**config.mk**
```make
export PLATFORM = sky130hd
export DESIGN_NAME = exd_decode
export DESIGN_NICKNAME = d
export VERILOG_FILES = /design/src/inc/exd_pkg.sv /design/src/exd_decode.sv /design/src/exd_ptr_file.sv
export VERILOG_INCLUDE_DIRS = /design/src /design/src/inc
export SDC_FILE = /design/constraint.sdc
export NUM_CORES = 1
export LEC_CHECK = 0
export BUFFER_PORTS_ARGS = -buffer_cell sky130_fd_sc_hd__buf_4
export CAP_MARGIN = 30
export CORE_MARGIN = 3
export CORE_UTILIZATION = 45
export DETAILED_ROUTE_END_ITERATION = 12
export PLACE_DENSITY = 0.81
export SETUP_SLACK_MARGIN = 0.15
export SYNTH_ARGS = -nofsm -noshare
export SYNTH_HDL_FRONTEND = slang
export SYNTH_SLANG_ARGS = --single-unit
```
**constraint.sdc**
```tcl
create_clock -name clk_sys -period 2.8 [get_ports clk_sys]
set_input_delay 0.56 -clock clk_sys [delete_from_list [all_inputs] [get_ports clk_sys]]
set_output_delay 0.56 -clock clk_sys [all_outputs]
set_load 0.05 [all_outputs]
```
**src/inc/exd_defs.svh**
```systemverilog
/*
 * Constants of the extended instruction decoder: opcodes, field positions,
 * reset values and fixed steps.
 * Assumes inclusion by bare name from the decoder sources.
 */
`ifndef EXD_DEFS_SVH
`define EXD_DEFS_SVH

// Opcode high bytes, the single-word call opcode, the second-word prefix and the return selector
`define EXD_OP_ADD_PTR   8'hE8
`define EXD_OP_SUB_PTR   8'hE9
`define EXD_OP_PUSH_LIT  8'hEA
`define EXD_OP_MOVE_IDX  8'hEB
`define EXD_OP_CALL_W    16'h0014
`define EXD_W2_PREFIX    4'hF
`define EXD_SEL_RETURN   2'b11

// Field positions inside an instruction word
`define EXD_HI_MSB       15
`define EXD_HI_LSB       8
`define EXD_SEL_MSB      7
`define EXD_SEL_LSB      6
`define EXD_K6_MSB       5
`define EXD_Z7_MSB       6
`define EXD_LIT_MSB      7
`define EXD_MODE_BIT     7
`define EXD_DST_MSB      11
`define EXD_PFX_LSB      12

// Reset values and steps
`define EXD_PTR_RST      12'h000
`define EXD_PC_RST       21'h0_0000
`define EXD_BYTE_ZERO    8'h00
`define EXD_RET_STEP     21'h0_0002
`define EXD_PUSH_STEP    12'h001

// Indirect register window (arbitrary defaults)
`define EXD_INDIR_LO     12'hFE0
`define EXD_INDIR_HI     12'hFEF

`endif

```
**src/inc/exd_pkg.sv**
```systemverilog
/*
 * Types of the extended instruction decoder.
 * Assumes nothing beyond a SystemVerilog compiler.
 */
package exd_pkg;

    typedef enum logic [2:0] {
        EXD_IDLE    = 3'b001,
        EXD_RET_NOP = 3'b010,
        EXD_MOVE_W2 = 3'b100
    } exd_state_t;

endpackage : exd_pkg

```
**src/exd_decode.sv**
```systemverilog
/*
 * Decode and execute logic for the eight extended core instructions.
 * Assumes the core offers one word per cycle with instr_valid, honours
 * instr_ready, and reads data memory combinationally while mem_rd_en_q is high.
 */
`timescale 1ns/10ps
`include "exd_defs.svh"

module exd_decode
    import exd_pkg::*;
#(
    parameter int          PW       = 12,
    parameter int          AW       = 21,
    parameter logic [11:0] INDIR_LO = `EXD_INDIR_LO,
    parameter logic [11:0] INDIR_HI = `EXD_INDIR_HI
) (
    // Clock and reset
    input  wire logic                 clk_sys,
    input  wire logic                 rstn,
    // Configuration
    input  wire logic                 extended_set_enable,
    // Instruction stream
    input  wire logic                 instr_valid,
    input  wire logic [15:0]          instr_word,
    output logic                      instr_ready,
    output logic                      ext_claim,
    // Core state
    input  wire logic [AW-1:0]        pc_in,
    input  wire logic [AW-1:0]        return_stack_top,
    input  wire logic [7:0]           working_register,
    input  wire logic [7:0]           counter_latch_high,
    input  wire logic [4:0]           counter_latch_upper,
    // Program counter and return stack
    output logic                      pc_load_q,
    output logic      [AW-1:0]        pc_load_value_q,
    output logic                      stack_push_q,
    output logic      [AW-1:0]        stack_push_value_q,
    output logic                      stack_pop_q,
    // Data memory
    output logic                      mem_rd_en_q,
    output logic      [PW-1:0]        mem_rd_addr_q,
    input  wire logic [7:0]           mem_rd_data,
    output logic                      mem_wr_en_q,
    output logic      [PW-1:0]        mem_wr_addr_q,
    output logic      [7:0]           mem_wr_data_q,
    // Pointers
    output logic      [2:0][PW-1:0]   file_select_pointer
);

    ////////////////////////////////////////////////////////////////////////
    // Helpers

    function automatic logic [PW-1:0] ptr_step(input logic [PW-1:0] base,
                                               input logic [PW-1:0] delta,
                                               input logic          sub);
        ptr_step = sub ? base - delta : base + delta;
    endfunction : ptr_step

    function automatic logic is_indirect(input logic [PW-1:0] addr);
        is_indirect = (addr >= INDIR_LO) && (addr <= INDIR_HI);
    endfunction : is_indirect

    function automatic logic is_ext_op(input logic [15:0] w);
        logic [7:0] hi;
        hi = w[`EXD_HI_MSB:`EXD_HI_LSB];
        is_ext_op = (hi == `EXD_OP_ADD_PTR) || (hi == `EXD_OP_SUB_PTR)
                 || (hi == `EXD_OP_PUSH_LIT) || (hi == `EXD_OP_MOVE_IDX)
                 || (w == `EXD_OP_CALL_W);
    endfunction : is_ext_op

    ////////////////////////////////////////////////////////////////////////
    // Fields and handshake

    exd_state_t      state_q, state_d;
    logic [7:0]      op_hi;
    logic [1:0]      op_sel;
    logic [PW-1:0]   op_k6, op_z7, frame_ptr;
    logic            take;
    logic            ptr_we;
    logic [1:0]      ptr_sel;
    logic [PW-1:0]   ptr_wd;

    assign op_hi     = instr_word[`EXD_HI_MSB:`EXD_HI_LSB];
    assign op_sel    = instr_word[`EXD_SEL_MSB:`EXD_SEL_LSB];
    assign op_k6     = {6'h0, instr_word[`EXD_K6_MSB:0]};
    assign op_z7     = {5'h0, instr_word[`EXD_Z7_MSB:0]};
    assign frame_ptr = file_select_pointer[2];
    // Return and call second cycle is a bubble
    assign instr_ready = (state_q != EXD_RET_NOP);
    assign take        = instr_valid && instr_ready;
    assign ext_claim   = take && (state_q == EXD_MOVE_W2
                       || (extended_set_enable && is_ext_op(instr_word)));

    ////////////////////////////////////////////////////////////////////////
    // Next state

    logic            pc_load_d, push_d, pop_d, rd_en_d, wr_en_d;
    logic [AW-1:0]   pc_val_d, push_val_d;
    logic [PW-1:0]   rd_addr_d, wr_addr_d, dst_addr;
    logic [7:0]      wr_data_d, rd_data_d, rd_data_q, src_byte;
    logic            src_ind_d, src_ind_q, mv_idx_d, mv_idx_q;

    always_comb begin
        state_d    = state_q;
        ptr_we     = 1'b0;
        ptr_sel    = 2'd0;
        ptr_wd     = `EXD_PTR_RST;
        pc_load_d  = 1'b0;
        pc_val_d   = pc_load_value_q;
        push_d     = 1'b0;
        push_val_d = stack_push_value_q;
        pop_d      = 1'b0;
        rd_en_d    = 1'b0;
        rd_addr_d  = mem_rd_addr_q;
        wr_en_d    = 1'b0;
        wr_addr_d  = mem_wr_addr_q;
        wr_data_d  = mem_wr_data_q;
        src_ind_d  = src_ind_q;
        mv_idx_d   = mv_idx_q;
        // Indirect source yields zero
        src_byte   = src_ind_q ? `EXD_BYTE_ZERO : mem_rd_data;
        rd_data_d  = mem_rd_en_q ? src_byte : rd_data_q;
        dst_addr   = mv_idx_q ? ptr_step(frame_ptr, op_z7, 1'b0)
                              : instr_word[`EXD_DST_MSB:0];
        case (state_q)
            EXD_IDLE: begin
                if (take && extended_set_enable) begin
                    if (op_hi == `EXD_OP_ADD_PTR || op_hi == `EXD_OP_SUB_PTR) begin
                        ptr_we = 1'b1;
                        ptr_wd = ptr_step(file_select_pointer[op_sel], op_k6,
                                          op_hi == `EXD_OP_SUB_PTR);
                        ptr_sel = op_sel;
                        if (op_sel == `EXD_SEL_RETURN) begin
                            ptr_sel   = 2'd2;
                            ptr_wd    = ptr_step(frame_ptr, op_k6,
                                                 op_hi == `EXD_OP_SUB_PTR);
                            pc_load_d = 1'b1;
                            pc_val_d  = return_stack_top;
                            pop_d     = 1'b1;
                            state_d   = EXD_RET_NOP;
                        end
                    end else if (op_hi == `EXD_OP_PUSH_LIT) begin
                        wr_en_d   = 1'b1;
                        wr_addr_d = frame_ptr;
                        wr_data_d = instr_word[`EXD_LIT_MSB:0];
                        ptr_we    = 1'b1;
                        ptr_sel   = 2'd2;
                        ptr_wd    = ptr_step(frame_ptr, `EXD_PUSH_STEP, 1'b1);
                    end else if (op_hi == `EXD_OP_MOVE_IDX) begin
                        rd_en_d   = 1'b1;
                        rd_addr_d = ptr_step(frame_ptr, op_z7, 1'b0);
                        src_ind_d = is_indirect(rd_addr_d);
                        mv_idx_d  = instr_word[`EXD_MODE_BIT];
                        state_d   = EXD_MOVE_W2;
                    end else if (instr_word == `EXD_OP_CALL_W) begin
                        // Push uses the old PC; W, status and bank untouched
                        push_d     = 1'b1;
                        push_val_d = pc_in + `EXD_RET_STEP;
                        pc_load_d  = 1'b1;
                        pc_val_d   = {counter_latch_upper, counter_latch_high,
                                      working_register};
                        state_d    = EXD_RET_NOP;
                    end
                end
            end
            EXD_RET_NOP: begin
                state_d = EXD_IDLE;
            end
            EXD_MOVE_W2: begin
                if (take) begin
                    state_d = EXD_IDLE;
                    // A second word without the prefix aborts the move
                    if (instr_word[15:`EXD_PFX_LSB] == `EXD_W2_PREFIX) begin
                        wr_addr_d = dst_addr;
                        wr_data_d = mem_rd_en_q ? src_byte : rd_data_q;
                        wr_en_d   = !(mv_idx_q && is_indirect(dst_addr));
                    end
                end
            end
            default: begin
                state_d = EXD_IDLE;
            end
        endcase
    end

    always_ff @(posedge clk_sys or negedge rstn) begin
        if (!rstn) begin
            state_q            <= EXD_IDLE;
            pc_load_q          <= 1'b0;
            pc_load_value_q    <= `EXD_PC_RST;
            stack_push_q       <= 1'b0;
            stack_push_value_q <= `EXD_PC_RST;
            stack_pop_q        <= 1'b0;
            mem_rd_en_q        <= 1'b0;
            mem_rd_addr_q      <= `EXD_PTR_RST;
            mem_wr_en_q        <= 1'b0;
            mem_wr_addr_q      <= `EXD_PTR_RST;
            mem_wr_data_q      <= `EXD_BYTE_ZERO;
            rd_data_q          <= `EXD_BYTE_ZERO;
            src_ind_q          <= 1'b0;
            mv_idx_q           <= 1'b0;
        end else begin
            state_q            <= state_d;
            pc_load_q          <= pc_load_d;
            pc_load_value_q    <= pc_val_d;
            stack_push_q       <= push_d;
            stack_push_value_q <= push_val_d;
            stack_pop_q        <= pop_d;
            mem_rd_en_q        <= rd_en_d;
            mem_rd_addr_q      <= rd_addr_d;
            mem_wr_en_q        <= wr_en_d;
            mem_wr_addr_q      <= wr_addr_d;
            mem_wr_data_q      <= wr_data_d;
            rd_data_q          <= rd_data_d;
            src_ind_q          <= src_ind_d;
            mv_idx_q           <= mv_idx_d;
        end
    end

    ////////////////////////////////////////////////////////////////////////
    // Pointer bank

    exd_ptr_file #(
        .PW (PW),
        .NP (3)
    ) u_ptr_file (
        .clk_sys (clk_sys),
        .rstn    (rstn),
        .wr_en   (ptr_we),
        .wr_sel  (ptr_sel),
        .wr_data (ptr_wd),
        .ptr_q   (file_select_pointer)
    );

    logic idle_go, is_ret, is_call;
    assign idle_go = take && extended_set_enable && (state_q == EXD_IDLE);
    assign is_ret  = idle_go && op_sel == `EXD_SEL_RETURN
                  && (op_hi == `EXD_OP_ADD_PTR || op_hi == `EXD_OP_SUB_PTR);
    assign is_call = idle_go && instr_word == `EXD_OP_CALL_W;
endmodule : exd_decode

```
**src/exd_ptr_file.sv**
```systemverilog
/*
 * File select pointer bank: one write port, all pointers read from flops.
 * Assumes one write per cycle from the decoder.
 */
`timescale 1ns/10ps
`include "exd_defs.svh"

module exd_ptr_file
    import exd_pkg::*;
#(
    parameter int PW = 12,
    parameter int NP = 3
) (
    // Clock and reset
    input  wire logic                   clk_sys,
    input  wire logic                   rstn,
    // Write port
    input  wire logic                   wr_en,
    input  wire logic [1:0]             wr_sel,
    input  wire logic [PW-1:0]          wr_data,
    // Pointer values
    output logic      [NP-1:0][PW-1:0]  ptr_q
);

    logic [NP-1:0][PW-1:0] ptr_d;

    always_comb begin
        ptr_d = ptr_q;
        for (int i = 0; i < NP; i++) begin
            if (wr_en && (int'(wr_sel) == i)) begin
                ptr_d[i] = wr_data;
            end
        end
    end

    always_ff @(posedge clk_sys or negedge rstn) begin
        if (!rstn) begin
            ptr_q <= '{default: `EXD_PTR_RST};
        end else begin
            ptr_q <= ptr_d;
        end
    end

endmodule : exd_ptr_file

```
==> summary.md <==
| Metric | Value |
|---|---|
| Cell variety after synth | 65 |
| IO Port Bufs | roughly 210 |
| DIE AREA | between 15000 and 20000 um2 |
| Maximum number of pins on one net before global-route repair | between 40 and 50 |
| Highest clock frequency the design can meet | between 0.3 and 0.4 GHz |
| Reg-to-reg startpoint | u_ptr_file.ptr_q[30]$_DFFE_PN0P_ |
| Result of the run | complete, but fails checks |
| Number of fill cells in the layout | 1115 |
| Worst r2r dst | u_ptr_file.ptr_q[33]$_DFFE_PN0P_ |
| Clock tree from TritonCTS | done |
| Vias per cell | around 5.6 |
| Minimum clock period | 3.11 ns |
| Number of global-route vias before repair | between 7000 and 8000 |
| Ant diodes | 0 |
| Via Count | between 7000 and 8000 |
| RD Place Congestion | between 0.9 and 1 |
| Flop-to-flop setup slack | -0.11 ns |
| Largest fanout on the critical path | 6 |
| Worst-Skew Late Latency | 0.42 ns |
| Normalized max-slew margin | 0.416 |
| Number of ports placed on the die boundary | ~210 |
| Site row count | between 40 and 50 |
| Clock group share of total power | 0.451 |
| Post-layout nets | 1212 |
| Final setup violating endpoints | 27 |
| Setup ws final | -0.311 ns |
| Router iterations before antenna repair | 5 |
| DIE WIDTH | around 130 um |
| Crit path DAT | ~3.4 ns |
| Area of the core | between 15000 and 20000 um2 |
| Final period util | 1.11 |
| Portion of the post-synthesis area used by sequential elements | 0.442 |
| Number of remaining DRC errors | 0 |
| Kind of end point of the critical path | flop |
| Fraction of registers with async set/reset | 1.00 |
| Worst Max-Slew Pin Slew | 0.876 ns |
| Max-cap violations | 0 |
| Post-synthesis net count | 915 |
| Accumulated negative setup slack | -5.84 ns |
| Worst-path cell chain | buf_6 > or3b_4 > nor3_4 > nand2_4 > o21ai_4 > inv_2 > ha_4 > nor2b_4 > o21a_1 > buf_4 > buf_6 > a311oi_2 > xnor2_1 > nor2_2 > a211oi_2 > a21o_1 |
| Number of CTS-inserted buffers | 17 |
| Hold Violations, Final | 0 |
| Reg area | about 3200 um2 |
| Clock transition at path regs | about 0.05 ns |
| Remaining antenna violation count | 0 |
| Fin util | 0.699 |
| # hold bufs at CTS | 0 |
| Fin cells | ~1300 |
| Remaining global-route overflow | 0 |
| Net switching component of the power | 0.00120 W |
| Height of the die | approximately 130 um |
| Summed instance area of the synthesized netlist | just over 7000 um2 |
| Placed standard-cell area | 9670 um2 |
| Routed length per instance | roughly 19 um |
| Layout cells sized above 1 | 0.403 |
| Number of synthesized flops with an enable pin | 0 |
| Number of placed cells counting well taps | 1270 |
| Wire length of the first global-routing pass | around 36000 um |
| RSZ-0062 raised after global routing | yes |
| Layout overhead on the synthesized area | 49.3% |
| Switching fraction of total power | 0.251 |
| Hold/Removal Path Class | in -> async |
| Master of the slowest instance on the critical path | or3b_4 |
| Top Family by Delay on Critical Path | simple AND/OR/NAND/NOR gates |
| Startpoint-to-endpoint class of the critical path | in -> reg |
| Post-synthesis register bit count | 128 |
| Worst Path Required | 3.10 ns |
| Main flop type after synthesis | dfrtp_1 |
| Dpl hpwl | between 15000 and 20000 um |
| Buffers plus inverters on the worst setup path | 4 |
| Leakage power | between 5 and 6 nW |
| CTS Sinks | between 100 and 150 |
| Cell internal power dissipation | 0.00359 W |
| Part of the power in combinational logic | 0.151 |
| Peak supply drop | between 0.0004 and 0.0005 V |
| Initial Util | 0.468 |
| Sequential Power Share | 0.398 |
| CP max stage delay | ~0.42 ns |
| Total Wirelength | 24600 um |
| Most frequent cell on the critical path | buf_6 |
| Average instance area after synthesis | just over 9 um2 |
| Detailed Route Iter0 Violations | between 600 and 700 |
| H-tree level count | 4 |
| CP startpoint kind | input pin |
| Maximum clock path buffer count | 2 |
| Clock tree root driver cell | clkbuf_16 |
| Number of max-slew violations in the final report | 0 |
| Overall power of the completed layout | 0.00479 W |
| Failing checks | negative setup slack |
| Count of synthesis-stage warnings from yosys | 0 |
| Total power divided by cell area | between 400 and 500 nW/um2 |
| Gate count of the mapped netlist | 800 |
| Max Clock Skew | about 0.011 ns |
| Area of the multi-input gates | around 4200 um2 |
| Total Routing Usage GR | 0.256 |
| Design area | 10800 um2 |
| Antenna violations before repair | 0 |
| Number of cells on the worst reg-to-reg path | 9 |
==> layout by cell type, fill, tap and decap left out, types with 7 or more instances in the layout <==
master     instances
a21oi_1           21
and3_1             8
buf_4            307
buf_6             11
clkbuf_16         17
dfrtp_1          126
ha_1              16
inv_1             24
mux2_2            13
mux2i_1           38
nand2_1          133
nand3_1           16
nor2_1            45
nor2b_1            8
o21a_1             8
o21ai_0           99
o21ai_1           16
or3_1              7
xnor2_1           19
xor2_1            18
==> worst reg2reg max path, delay by kind of cell, from the launching register on <==
kind | cells | cell delay, ns
flops | 1 | 0.46
mux | 1 | 0.48
fa+ha+maj | 2 | 0.43
simple gates | 3 | 0.76
compound gates | 3 | 0.65
==> sequential cells by signal, summed over array words and instances, names as in the netlist <==
| signal | cells |
|---|---|
| mem_wr_addr_q | 12 |
| u_ptr_file.ptr_q | 36 |
| mv_idx_q | 1 |
| src_ind_q | 1 |
| pc_load_q | 1 |
| pc_load_value_q | 21 |
| mem_rd_en_q | 1 |
| stack_push_q | 1 |
| stack_pop_q | 1 |
| rd_data_q | 8 |
| mem_wr_data_q | 8 |
| mem_rd_addr_q | 12 |
| mem_wr_en_q | 1 |
| state_q | 3 |
| stack_push_value_q | 21 |
==> layer usage <==
metal  vias up  GRT usage  part of all wire
li1       3386          -                 -
met1      3538      0.310              0.37
met2       393      0.433              0.49
met3        77     0.0833             0.099
met4         0     0.0837             0.034
met5         -          0                 0
==> worst max-delay path by stage <==
| stage | startpoint | to | slack [ns] | depth (start not counted) |
|---|---|---|---|---|
| 2_1_floorplan | instr_word[10] | u_ptr_file.ptr_q[33]$_DFFE_PN0P_ | -0.40 | 13 |
| 3_3_place_gp | instr_word[10] | u_ptr_file.ptr_q[8]$_DFFE_PN0P_ | -0.63 | 14 |
| 3_5_place_dp | instr_word[10] | u_ptr_file.ptr_q[8]$_DFFE_PN0P_ | -0.75 | 14 |
| 4_1_cts | instr_word[10] | u_ptr_file.ptr_q[33]$_DFFE_PN0P_ | -0.19 | 14 |
| 5_1_grt | instr_word[12] | u_ptr_file.ptr_q[29]$_DFFE_PN0P_ | -0.44 | 16 |
| 6_report | instr_word[12] | u_ptr_file.ptr_q[29]$_DFFE_PN0P_ | -0.31 | 16 |
==> per-stage QoR <==
stage               setup WS (ns)  hold slack, ns
CTS                        -0.187           0.124
finish                     -0.311           0.124
floorplan                  -0.397           0.264
global placement           -0.631           0.458
global route               -0.443           0.146
detailed placement         -0.749           0.462
==> cells in the mapped netlist, types with 2 or more instances <==
cell | n | area (um2)
nand3_1 | 17 | 85.1
nor4_1 | 4 | 25.0
o211ai_1 | 3 | 22.5
o21a_1 | 8 | 60.1
o21ai_2 | 2 | 17.5
buf_2 | 9 | 45.0
buf_4 | 2 | 15.0
clkbuf_1 | 28 | 105
nor2_1 | 54 | 203
a21oi_1 | 28 | 140
or4_1 | 2 | 15.0
o31a_1 | 2 | 17.5
nor3_2 | 2 | 20.0
nand2_1 | 137 | 514
dfrtp_1 | 127 | 3180
o21ai_1 | 3 | 15.0
xnor2_1 | 23 | 201
a31oi_1 | 4 | 25.0
mux2_2 | 16 | 180
a211oi_1 | 5 | 37.5
a311oi_1 | 2 | 17.5
and2_1 | 2 | 12.5
o21ai_0 | 116 | 581
o21ba_2 | 2 | 20.0
and3_1 | 8 | 50.1
a211o_1 | 3 | 26.3
o22ai_1 | 8 | 50.1
buf_1 | 2 | 7.51
nand4_1 | 6 | 37.5
nor3_1 | 4 | 20.0
ha_1 | 22 | 275
xor2_1 | 21 | 184
o21bai_1 | 4 | 30.0
or4_4 | 2 | 22.5
or3_1 | 9 | 56.3
nor2b_1 | 11 | 68.8
a21o_1 | 4 | 30.0
mux2i_1 | 38 | 380
nand2b_1 | 3 | 18.8
o31ai_1 | 4 | 30.0
nor4b_1 | 2 | 17.5
fa_1 | 2 | 40.0
inv_1 | 26 | 97.6
o2111ai_1 | 2 | 17.5
==> cells by family (layout without fill, tap and decap cells) <==
kind of cell | after synthesis | count (layout) | synth area share
buffers and inverters | 69 | 376 | 0.0399
adders and majority gates | 24 | 24 | 0.0435
DFF | 128 | 128 | 0.442
AOI/OAI and AO/OA | 207 | 207 | 0.168
xor gates and xnor gates | 44 | 44 | 0.0532
muxes | 55 | 55 | 0.0805
and+or+nand+nor | 273 | 273 | 0.173
==> power groups by stage <==
| stage | logic [W] | clock network [W] | registers, W |
|---|---|---|---|
| finish | 0.000726 | 0.00216 | 0.00191 |
| global route | 0.000774 | 0.00226 | 0.00191 |
| CTS | 0.000656 | 0.00219 | 0.00190 |
| detailed placement | 0.000632 | 0 | 0.00194 |
| global placement | 0.000621 | 0 | 0.00194 |
| floorplan | 0.000228 | 0 | 0.00200 |
==> area by class of cell <==
type,instances,share of cell area
Clock buffer,23,0.0451
Clock inverter,6,0.00763
Inverter,26,0.00925
Multi-Input combinational cell,603,0.388
Sequential cell,128,0.296
Tap cell,211,0.0244
Timing Repair Buffer,321,0.230
==> what timing repair did <==
item	4_1_cts	5_1_grt
pin swaps	18	48
setup buffers	11	8
setup endpoints to repair	28	53
gates resized for setup	33	66
Power figures use the tool's default switching activity.
